[config.mk]
export PLATFORM = sky130hd
export DESIGN_NAME = mdd_delineator
export DESIGN_NICKNAME = d
export VERILOG_FILES = /design/src/inc/mdd_pkg.sv /design/src/design/mdd_delineator.sv
export SDC_FILE = /design/constraint.sdc
export NUM_CORES = 1
export LEC_CHECK = 0
export BUFFER_PORTS_ARGS = -buffer_cell sky130_fd_sc_hd__buf_4
export CORE_MARGIN = 2
export CORE_UTILIZATION = 50
export CTS_CLUSTER_DIAMETER = 200
export DETAILED_ROUTE_END_ITERATION = 8
export PLACE_DENSITY = 0.68
export SLEW_MARGIN = 10
export SYNTH_ARGS = -nofsm -noshare
export SYNTH_HDL_FRONTEND = slang
export SYNTH_SLANG_ARGS = --single-unit
[constraint.sdc]
create_clock -name clk -period 7.3 [get_ports clk]
set_input_delay 0.365 -clock clk [delete_from_list [all_inputs] [get_ports clk]]
set_output_delay 0.365 -clock clk [all_outputs]
set_load 0.01 [all_outputs]
[src/inc/mdd_pkg.sv]
/*
  Constants, states and the header helpers of the multiplexed datagram delineator.
  Assumes octet-wide streams, first transmitted bit in the most significant bit of each octet.
*/
// Notes on behaviour
// - bit 0 is the first sent bit; it sits in bit 7 of each octet
// - version 001 in bits 0-2 marks a space network datagram
// - space network datagram: 13-bit total length from bit 3, header included
// - IPv4 carries version 0100; only the first three version bits are compared
// - IPv4: 16-bit total length from bit 16, header included
// - network and IPv4 datagrams go direct; IPv6 and octet groups are encapsulated
// - units of all types pack back to back and may span zone boundaries
// - encapsulation unit carries version 111 in bits 0-2
// - bits 3-5 give carried protocol: 000 fill, 100 IPv6, 111 octets, rest reserved
// - bits 6-7 give length size: 00 none, 01 one, 10 two, 11 four octets
// - length size 00 means a one-octet unit with no payload, usable as fill
// - encapsulation length field starts at bit 8, 0/1/2/4 octets long
// - encapsulation length counts octets of the whole unit, header included
// - lengths zero and one are never generated and are rejected on receipt
// - payload starts right after the last length bit, no gap
// - header prepended on send; header size found from length size code, then stripped
package mdd_pkg;

  localparam logic [2:0] VER_SNP = 3'h1;
  localparam logic [2:0] VER_IPV4 = 3'h2;
  localparam logic [2:0] VER_ENC = 3'h7;
  localparam logic [2:0] PROTO_FILL = 3'h0;
  localparam logic [2:0] PROTO_IPV6 = 3'h4;
  localparam logic [2:0] PROTO_OCTETS = 3'h7;
  localparam logic [1:0] LSZ_NONE = 2'h0;
  localparam logic [1:0] LSZ_ONE = 2'h1;
  localparam logic [1:0] LSZ_TWO = 2'h2;
  localparam logic [1:0] LSZ_FOUR = 2'h3;
  localparam logic [7:0] FILL_OCTET = 8'hE0;
  // octet index of the length field and lowest legal total per datagram kind
  localparam logic [31:0] SNP_LEN_LO_IDX = 32'h00000001;
  localparam logic [31:0] IPV4_LEN_HI_IDX = 32'h00000002;
  localparam logic [31:0] IPV4_LEN_LO_IDX = 32'h00000003;
  localparam logic [31:0] ENC_MIN_TOTAL = 32'h00000002;
  // largest payload that still fits a one- or two-octet length field
  localparam logic [31:0] MAX_PAY_ONE = 32'h000000FD;
  localparam logic [31:0] MAX_PAY_TWO = 32'h0000FFFC;

  typedef enum logic [1:0] {MDD_KIND_SNP, MDD_KIND_IPV4, MDD_KIND_ENC} mdd_kind_t;
  typedef enum logic [1:0] {MDD_R_IDLE, MDD_R_DGRAM, MDD_R_EHDR, MDD_R_EBODY} mdd_rx_st_t;
  typedef enum logic [1:0] {MDD_T_IDLE, MDD_T_HDR, MDD_T_BODY} mdd_tx_st_t;

  function automatic logic [2:0] mdd_len_octets(input logic [1:0] code);
    unique case (code)
      LSZ_NONE: mdd_len_octets = 3'h0;
      LSZ_ONE: mdd_len_octets = 3'h1;
      LSZ_TWO: mdd_len_octets = 3'h2;
      LSZ_FOUR: mdd_len_octets = 3'h4;
    endcase
  endfunction : mdd_len_octets

  function automatic logic [1:0] mdd_len_code(input logic [31:0] pay);
    if (pay <= MAX_PAY_ONE) begin
      mdd_len_code = LSZ_ONE;
    end else if (pay <= MAX_PAY_TWO) begin
      mdd_len_code = LSZ_TWO;
    end else begin
      mdd_len_code = LSZ_FOUR;
    end
  endfunction : mdd_len_code

endpackage : mdd_pkg

[src/design/mdd_delineator.sv]
/*
  Delineator: receive path splits a packet-zone octet stream into datagrams and strips
  encapsulation headers; send path prepends encapsulation headers or passes datagrams.
  Assumes frame logic delivers the packet zone contiguously, already aligned to a unit start.
*/
`timescale 1ns/100ps
module mdd_delineator (
  input wire logic clk, // 10 MHz
  input wire logic rst_n, // async, active low
  input wire logic rx_valid, // zone octet present
  input wire logic [7:0] rx_data, // zone octet
  output logic rx_ready, // zone octet taken
  output logic out_valid, // delivered octet present
  output logic [7:0] out_data, // delivered octet
  output logic out_first, // first octet of a unit
  output logic out_last, // last octet of a unit
  output logic [1:0] out_kind, // mdd_kind_t of the unit
  input wire logic out_ready, // sink takes octet
  output logic err_version, // pulse: unknown version
  output logic err_length, // pulse: illegal length
  output logic err_protocol, // pulse: reserved protocol dropped
  output logic fill_seen, // pulse: one-octet fill unit
  input wire logic tx_req, // start a unit
  input wire logic tx_encap, // wrap in encapsulation header
  input wire logic tx_fill, // emit one fill octet
  input wire logic [2:0] tx_proto, // carried protocol code
  input wire logic [31:0] tx_len, // payload octets (encap) or total
  output logic tx_req_ready, // request accepted
  input wire logic tx_in_valid, // payload octet present
  input wire logic [7:0] tx_in_data, // payload octet
  output logic tx_in_ready, // payload octet taken
  output logic tx_out_valid, // zone octet present
  output logic [7:0] tx_out_data, // zone octet
  output logic tx_out_last, // last octet of unit
  input wire logic tx_out_ready // frame builder takes octet
);

  typedef struct packed {
    mdd_pkg::mdd_rx_st_t rst;
    mdd_pkg::mdd_kind_t kind;
    logic [31:0] cnt;
    logic [31:0] tot;
    logic [2:0] nl;
    logic drop;
    logic o_valid;
    logic [7:0] o_data;
    logic o_first;
    logic o_last;
    logic [1:0] o_kind;
    logic e_ver;
    logic e_len;
    logic e_proto;
    logic f_seen;
    mdd_pkg::mdd_tx_st_t tst;
    logic [39:0] thdr;
    logic [2:0] thn;
    logic [31:0] trem;
    logic t_valid;
    logic [7:0] t_data;
    logic t_last;
  } mdd_state_t;

  mdd_state_t s;
  mdd_state_t next_s;
  logic acc;
  logic tx_go;
  logic [31:0] idx1;
  logic [31:0] ntot;
  logic [2:0] tnl;
  logic [31:0] ttot;
  logic [7:0] tb0;

  assign rx_ready = !s.o_valid || out_ready;
  assign acc = rx_valid && rx_ready;
  assign tx_go = !s.t_valid || tx_out_ready;
  assign tx_req_ready = s.tst == mdd_pkg::MDD_T_IDLE;
  assign tx_in_ready = (s.tst == mdd_pkg::MDD_T_BODY) && tx_go;
  assign out_valid = s.o_valid;
  assign out_data = s.o_data;
  assign out_first = s.o_first;
  assign out_last = s.o_last;
  assign out_kind = s.o_kind;
  assign err_version = s.e_ver;
  assign err_length = s.e_len;
  assign err_protocol = s.e_proto;
  assign fill_seen = s.f_seen;
  assign tx_out_valid = s.t_valid;
  assign tx_out_data = s.t_data;
  assign tx_out_last = s.t_last;

  //////////////////////////////////////////////////////////////////////////////
  // receive path: state persists across zone boundaries, so units may span them

  always_comb begin
    next_s = s;
    idx1 = s.cnt + 32'h00000001;
    ntot = {s.tot[23:0], rx_data};
    tnl = mdd_pkg::mdd_len_octets(mdd_pkg::mdd_len_code(tx_len));
    ttot = tx_len + 32'h00000001 + {29'h0, tnl};
    tb0 = {mdd_pkg::VER_ENC, tx_proto, mdd_pkg::mdd_len_code(tx_len)};
    next_s.e_ver = 1'b0;
    next_s.e_len = 1'b0;
    next_s.e_proto = 1'b0;
    next_s.f_seen = 1'b0;
    if (s.o_valid && out_ready) begin
      next_s.o_valid = 1'b0;
    end
    if (acc) begin
      next_s.cnt = idx1;
      next_s.o_data = rx_data;
      next_s.o_first = 1'b0;
      next_s.o_last = 1'b0;
      unique case (s.rst)
        mdd_pkg::MDD_R_IDLE: begin
          next_s.cnt = 32'h00000001;
          next_s.drop = 1'b0;
          // version sits in bits 0-2, the top of the first octet
          if (rx_data[7:5] == mdd_pkg::VER_SNP) begin
            next_s.kind = mdd_pkg::MDD_KIND_SNP;
            next_s.tot = {27'h0, rx_data[4:0]};
            next_s.rst = mdd_pkg::MDD_R_DGRAM;
            next_s.o_valid = 1'b1;
            next_s.o_first = 1'b1;
            next_s.o_kind = mdd_pkg::MDD_KIND_SNP;
          end else if (rx_data[7:5] == mdd_pkg::VER_IPV4) begin // fourth bit not looked at
            next_s.kind = mdd_pkg::MDD_KIND_IPV4;
            next_s.tot = 32'h00000000;
            next_s.rst = mdd_pkg::MDD_R_DGRAM;
            next_s.o_valid = 1'b1;
            next_s.o_first = 1'b1;
            next_s.o_kind = mdd_pkg::MDD_KIND_IPV4;
          end else if (rx_data[7:5] == mdd_pkg::VER_ENC) begin
            next_s.kind = mdd_pkg::MDD_KIND_ENC;
            next_s.nl = mdd_pkg::mdd_len_octets(rx_data[1:0]);
            next_s.tot = 32'h00000000;
            // payload kept only for the two carried protocols
            next_s.drop = (rx_data[4:2] != mdd_pkg::PROTO_IPV6) && (rx_data[4:2] != mdd_pkg::PROTO_OCTETS);
            next_s.e_proto = (rx_data[4:2] != mdd_pkg::PROTO_IPV6) && (rx_data[4:2] != mdd_pkg::PROTO_OCTETS)
              && (rx_data[4:2] != mdd_pkg::PROTO_FILL);
            if (rx_data[1:0] == mdd_pkg::LSZ_NONE) begin
              next_s.f_seen = 1'b1; // one-octet unit, next octet starts a new unit
              next_s.e_proto = 1'b0;
            end else begin
              next_s.rst = mdd_pkg::MDD_R_EHDR;
            end
          end else begin
            next_s.e_ver = 1'b1; // octet discarded; the next octet is tried as a unit start
          end
        end
        mdd_pkg::MDD_R_DGRAM: begin
          if ((s.kind == mdd_pkg::MDD_KIND_SNP && s.cnt == mdd_pkg::SNP_LEN_LO_IDX)
              || (s.kind == mdd_pkg::MDD_KIND_IPV4
              && (s.cnt == mdd_pkg::IPV4_LEN_HI_IDX || s.cnt == mdd_pkg::IPV4_LEN_LO_IDX))) begin
            next_s.tot = ntot;
          end
          next_s.o_valid = 1'b1;
          next_s.o_kind = s.kind;
          // total is final once the length octets are in; before that it is not compared
          if ((s.kind == mdd_pkg::MDD_KIND_SNP && s.cnt >= mdd_pkg::SNP_LEN_LO_IDX)
              || (s.kind == mdd_pkg::MDD_KIND_IPV4 && s.cnt >= mdd_pkg::IPV4_LEN_LO_IDX)) begin
            if (next_s.tot <= idx1) begin
              next_s.o_last = 1'b1;
              next_s.e_len = next_s.tot < idx1;
              next_s.rst = mdd_pkg::MDD_R_IDLE;
            end
          end
        end
        mdd_pkg::MDD_R_EHDR: begin
          next_s.tot = ntot; // length field from bit 8, most significant octet first
          if (s.cnt == {29'h0, s.nl}) begin
            // whole-unit count: header is nl+1 octets
            if (ntot < mdd_pkg::ENC_MIN_TOTAL || ntot < idx1) begin
              next_s.e_len = 1'b1;
              next_s.rst = mdd_pkg::MDD_R_IDLE;
            end else if (ntot == idx1) begin
              next_s.rst = mdd_pkg::MDD_R_IDLE;
            end else begin
              next_s.rst = mdd_pkg::MDD_R_EBODY; // payload starts on the very next octet
            end
          end
        end
        mdd_pkg::MDD_R_EBODY: begin
          next_s.o_valid = !s.drop; // header stripped, only payload leaves
          next_s.o_kind = mdd_pkg::MDD_KIND_ENC;
          next_s.o_first = s.cnt == {29'h0, s.nl} + 32'h00000001;
          next_s.o_last = idx1 == s.tot;
          if (idx1 == s.tot) begin
            next_s.rst = mdd_pkg::MDD_R_IDLE;
          end
        end
      endcase
    end

    ////////////////////////////////////////////////////////////////////////////
    // send path

    if (s.t_valid && tx_out_ready) begin
      next_s.t_valid = 1'b0;
    end
    unique case (s.tst)
      mdd_pkg::MDD_T_IDLE: begin
        if (tx_req) begin
          if (tx_fill) begin
            next_s.thdr = {mdd_pkg::FILL_OCTET, 32'h0};
            next_s.thn = 3'h1;
            next_s.trem = 32'h0;
            next_s.tst = mdd_pkg::MDD_T_HDR;
          end else if (tx_encap) begin
            // smallest length field that holds the total; total is at least 2
            unique case (tnl)
              3'h1: next_s.thdr = {tb0, ttot[7:0], 24'h0};
              3'h2: next_s.thdr = {tb0, ttot[15:0], 16'h0};
              default: next_s.thdr = {tb0, ttot};
            endcase
            next_s.thn = tnl + 3'h1;
            next_s.trem = tx_len;
            next_s.tst = mdd_pkg::MDD_T_HDR;
          end else if (tx_len != 32'h0) begin
            next_s.trem = tx_len; // direct datagrams go unwrapped
            next_s.tst = mdd_pkg::MDD_T_BODY;
          end
        end
      end
      mdd_pkg::MDD_T_HDR: begin
        if (tx_go) begin
          next_s.t_valid = 1'b1;
          next_s.t_data = s.thdr[39:32];
          next_s.thdr = {s.thdr[31:0], 8'h0};
          next_s.thn = s.thn - 3'h1;
          next_s.t_last = (s.thn == 3'h1) && (s.trem == 32'h0);
          if (s.thn == 3'h1) begin
            // payload follows the last length octet with no gap
            next_s.tst = (s.trem == 32'h0) ? mdd_pkg::MDD_T_IDLE : mdd_pkg::MDD_T_BODY;
          end
        end
      end
      mdd_pkg::MDD_T_BODY: begin
        if (tx_go && tx_in_valid) begin
          next_s.t_valid = 1'b1;
          next_s.t_data = tx_in_data;
          next_s.trem = s.trem - 32'h1;
          next_s.t_last = s.trem == 32'h1;
          if (s.trem == 32'h1) begin
            next_s.tst = mdd_pkg::MDD_T_IDLE;
          end
        end
      end
      default: next_s.tst = mdd_pkg::MDD_T_IDLE;
    endcase
  end

  always_ff @(posedge clk or negedge rst_n) begin
    if (!rst_n) begin
      s <= '0;
    end else begin
      s <= next_s;
    end
  end
endmodule : mdd_delineator

# == Yosys cells after proc, flatten, opt, wreduce, memory -nomap -nowiden ==
# Index checks and enable logic that the tools add are counted.
# op_classes
add_sub_neg,7
n_mul,0
div,0
n_lt_le_gt_ge,8
eq_ne,42
n_shift,0
n_mux,73
bitwise,2
reduce_logical,45
# op_table
cell,n
$mux W32,8
$mux W77,2
$pmux W32 S2,2
$pmux W32 S3,1
$pmux W43 S2,1
$add A32 B1 Y32 const B,2
$eq A32 B1 Y1 const B,2
$eq A32 B2 Y1 const B,2
$eq A32 B32 Y1,2
$lt A32 B32 Y1,2
$mux W45,1
$mux W43,1
$mux W2,21
$mux W42,1
$mux W36,1
$add A32 B3 Y32,1
$eq A32 B3 Y1,1
$eq A32 B4 Y1,1
$ge A32 B1 Y1 const B,1
$ge A32 B2 Y1 const B,1
$le A32 B16 Y1 const B,1
$le A32 B32 Y1,1
$le A32 B8 Y1 const B,1
$logic_not A32 Y1,1
other kinds (39),119
# totals
register_bits,176
latchBits,0
mem_bits_rw,0
rom_bits,0
input_bits,60
memories,0

# == Depth between registers and ports, before layout ==
# logic_depth
ltp_word,12
depth_mapped,21
mapped_depth_nobuf,18

# == Worst setup path before layout ==
# OpenSTA, ideal clock, no wires.
# synth_timing
path_type,register -> register
from,register s[147] (netlist bit)
to,register s[174] (netlist bit)
t_arrival_ps,4238
t_required_ps,7221
slack_ps,2983
stages_incl_launch_ff,19
path_cell_list,dfrtp_1 clkbuf_1 nor4_1 nand2_1 nor4_1 or4b_1 clkbuf_1 clkbuf_1 mux2_2 ha_1 a21oi_1 nand2_1 a221oi_1 o211ai_1 a221oi_1 o21a_1 o221ai_1 a21oi_2 mux2i_1
# synth_via
elab_chain_cells,10
# synth_lines
element,line_no,source
from (decl),mdd_delineator.sv:63,mdd_state_t s;
from (signal assigned),mdd_delineator.sv:256,s <= next_s;
"parallel branches: the longest is 10 deep, another holds $add A32 B1 Y32",--,
# Parallel ways; which one is timed is not known. The select of a mux whose other input is x is not followed.
# A chain may end at the register's enable or synchronous reset.

# == Final worst setup path ==
# layout_timing
from,register s[166] (netlist bit)
to,register s[174] (netlist bit)
# The elaborated chain is that of the path after synthesis.

==> results.py <==
metrics = {
    "logic_synthesis": {
        "synthFlopType": "dfrtp_1",
        "synth_common_cells": "nand2_1, o21ai_0, dfrtp_1",
        "yosys_warnings": 0,
        "synthesis.area_mm2": 0.0133,
        "synth_cell_types": 75,
        "yosysTopAreaCellShare_pct": 33.2,
        "async_flop_share_pct": 100,
        "synth_edf_count": 0,
        "yosysSeqAreaShare_pct": 33.2,
        "avgSynthCellArea_um2": 8.22,
        "synth.area.top_cells": "dfrtp_1, ha_1, o21ai_0",
        "synth_top_cell_by_area": "dfrtp_1",
        "yosysMostFrequentCell": "nand2_1",
        "synth_nets": 1759,
        "synthCells": 1613,
        "ys_ff_latch": 176,
    },
    "timing": {
        "hold_ws_ns": 0.132,
        "maxSlewHeadroom_pct": 19.9,
        "grt_setup_unrepaired": "no",
        "finalSetupTns_ns": 0,
        "min_period_ns": 4.99,
        "skew_ns": 0.0226,
        "period_share_pct": 68.4,
        "finalSetupViolCount": 0,
        "max_freq_ghz": 0.200,
        "layout_setup_ws_ns": 2.31,
        "worst_pin_slew_ns": 1.20,
        "final_max_slew_viol_count": 0,
        "hold_violations": 0,
    },
    "setup_path": {
        "crit_required_ns": 7.68,
        "crit_path_start_kind": "flop",
        "r2r-start": "s[166]",
        "worstReg2RegEnd": "s[174]",
        "rrSetupSlack_ns": 2.31,
        "worstSetupEndpointType": "flop",
        "crit_path_max_fanout": 37,
        "slowest_stage": "or4b_1",
        "crit_type": "reg2reg",
        "worstPathArrival_ns": 5.38,
        "slowest_delay_ns": 0.53,
        "reg2reg_depth": 16,
        "crit_chain": "nor4_1 -> nand3_1 -> nor4_1 -> or4b_1 -> buf_4 -> mux2_2 -> ha_1 -> a21oi_1 -> nand2_1 -> a221oi_1 -> o211ai_1 -> a221oi_1 -> o21a_1 -> o221ai_1 -> a21oi_2 -> mux2i_1",
    },
    "routing": {
        "drc": 0,
        "first_pass_iters": 5,
        "postRouteAntennaNets": 0,
        "dr.first_iter.drc_count": 981,
        "vias_per_cell": 6.41,
        "routedWlPerCell_um": 21.1,
        "routed_wl_mm": 41.3,
        "routed-via-count": 12500,
    },
    "grt": {
        "track_usage_pct": 29.7,
        "grt_pass1_vias": 12200,
        "grt-ovfl-total": 0,
        "grt_pass1_wl_mm": 66.6,
        "grt_start_max_net_pins": 65,
        "grt_antenna_before_repair": 0,
    },
    "worst_hold_path": {
        "hold_path_depth": 2,
        "holdPathEnd": "fill_seen",
        "worstHoldStart": "rx_data[0]",
        "hp-class": "in2reg",
    },
    "placed_design": {
        "dp_hpwl_mm": 29.7,
        "dpl_worst_slack_ns": 2.39,
        "placed_cell_area_mm2": 0.0139,
        "portBuffers": 89,
        "globalplace.congestion": 0.965,
        "place_inst": 1921,
    },
    "clock_tree": {
        "cts_buffers": 17,
        "max-clock-path-buffers": 2,
        "htreeDepth": 4,
        "root_buffer": "clkbuf_16",
        "clk_pin_slew_ns": 0.08,
        "worstSkewPairLatency_ns": 0.46,
        "clock_sinks": 176,
        "cts_tree": "built",
        "cts_setup_buffers": 0,
    },
    "power": {
        "power.density_mw_per_mm2": 361,
        "p_comb_share_pct": 51.4,
        "p_leak_nw": 6.15,
        "switching_power_mw": 2.48,
        "power.total_mw": 5.26,
        "switching_share_pct": 47.2,
        "ir_drop_uv": 324,
        "internal_power_mw": 2.78,
        "clock_power_share_pct": 18.8,
        "power_frac_seq_pct": 29.8,
    },
    "run_status": {
        "outcome": "finished clean",
    },
    "final_layout": {
        "stdcell_area_mm2": 0.0146,
        "synthToLayoutAreaGrowth_pct": 9.82,
        "final_cells": 1955,
        "antennaDiodeCount": 0,
        "fin_util_pct": 55.9,
        "ff_latch_area_mm2": 0.00440,
        "nets": 1753,
        "multi_input_area_mm2": 0.00811,
        "drive_gt1_share_pct": 11.5,
        "num-fill-cells": 2400,
    },
    "floorplan": {
        "die_area_mm2": 0.0278,
        "num_rows": 59,
        "coreArea_mm2": 0.0261,
        "start_util_pct": 50.9,
        "die_h_um": 167,
        "die_x_um": 167,
        "ios": 90,
    },
    "run": {
        "max-cap-violations": 0,
    },
}
## layout make-up
| cell class | instances | area share (%) |
|---|---|---|
| tap | 335 | 2.88 |
| inverter | 44 | 1.13 |
| sequential | 176 | 30.2 |
| timing repair buffer | 107 | 5.69 |
| clock inverter | 15 | 1.43 |
| multi-input combinational | 1261 | 55.7 |
| clock buffer | 17 | 2.92 |
## critical path, delay by kind of cell, from the launching register on
family | cells | cell delay, ns
AO/OA/AOI/OAI | 7 | 1.54
adder cells (fa/ha/maj) | 1 | 0.31
buffers and inverters | 1 | 0.30
flip-flops | 1 | 0.49
multiplexers | 2 | 0.54
AND/OR/NAND/NOR | 5 | 1.73
## timing repair
| action | 4_1_cts | 5_1_grt |
|---|---|---|
| gates resized for setup | 0 | 0 |
| hold endpoints to repair | 61 | 0 |
| setup endpoints to repair | 0 | 0 |
| hold buffers | 1 | 0 |
## worst max-delay path by stage
stage,startpoint,endpoint,cells after the start
finish,s[166],s[174],16
CTS,s[166],s[174],16
global route,s[166],s[174],16
floorplan,s[147],s[174],18
global placement,s[166],s[174],16
detailed placement,s[166],s[174],16
## sequential cells by signal, summed over array words and instances (netlist names), 2 cells and up
name,flops
ntot,24
out_data,8
out_kind,2
tx_out_data,8
s,125
## routing by layer
layer | track usage, % | wire, µm | vias to the layer above
li1 | - | - | 5859
met1 | 39.7 | 17400 | 5996
met2 | 48.2 | 19300 | 573
met3 | 3.90 | 3030 | 108
met4 | 13.5 | 1610 | 0
met5 | 0 | 0 | -
## kinds of logic (layout without fill, tap and decap cells)
kind of cell	Yosys count	in the layout	synth area share (%)
AO/OA/AOI/OAI	470	470	22.3
XOR/XNOR	85	85	5.88
adder cells (fa/ha/maj)	86	86	8.17
buffers and inverters	176	183	5.75
flip-flops	176	176	33.2
multiplexers	40	40	3.34
AND/OR/NAND/NOR	580	580	21.3
## placed cells by master (no fill, tap or decap), types with 24 or more instances in the layout
cell / netlist / routed
a21oi_1: 77 / 76
a221oi_1: 25 / 25
a22oi_1: 57 / 57
buf_4: 23 / 104
dfrtp_1: 176 / 176
ha_1: 85 / 85
inv_1: 44 / 44
mux2_2: 33 / 33
nand2_1: 198 / 198
nand3_1: 47 / 47
nand4_1: 33 / 33
nor2_1: 129 / 128
nor3_1: 31 / 31
nor4_1: 37 / 37
o21ai_0: 191 / 191
o31ai_1: 24 / 24
xnor2_1: 47 / 47
xor2_1: 35 / 35
## power groups by stage
stage,Combinational (mW),Clock [mW],Sequential (mW)
2_1_floorplan,2.01,0,1.45
3_3_place_gp,2.60,0,1.56
3_5_place_dp,2.64,0,1.58
4_1_cts,2.66,0.998,1.56
5_1_grt,3.00,1.03,1.60
6_report,2.70,0.988,1.57
(Power assumes the default switching activity.)
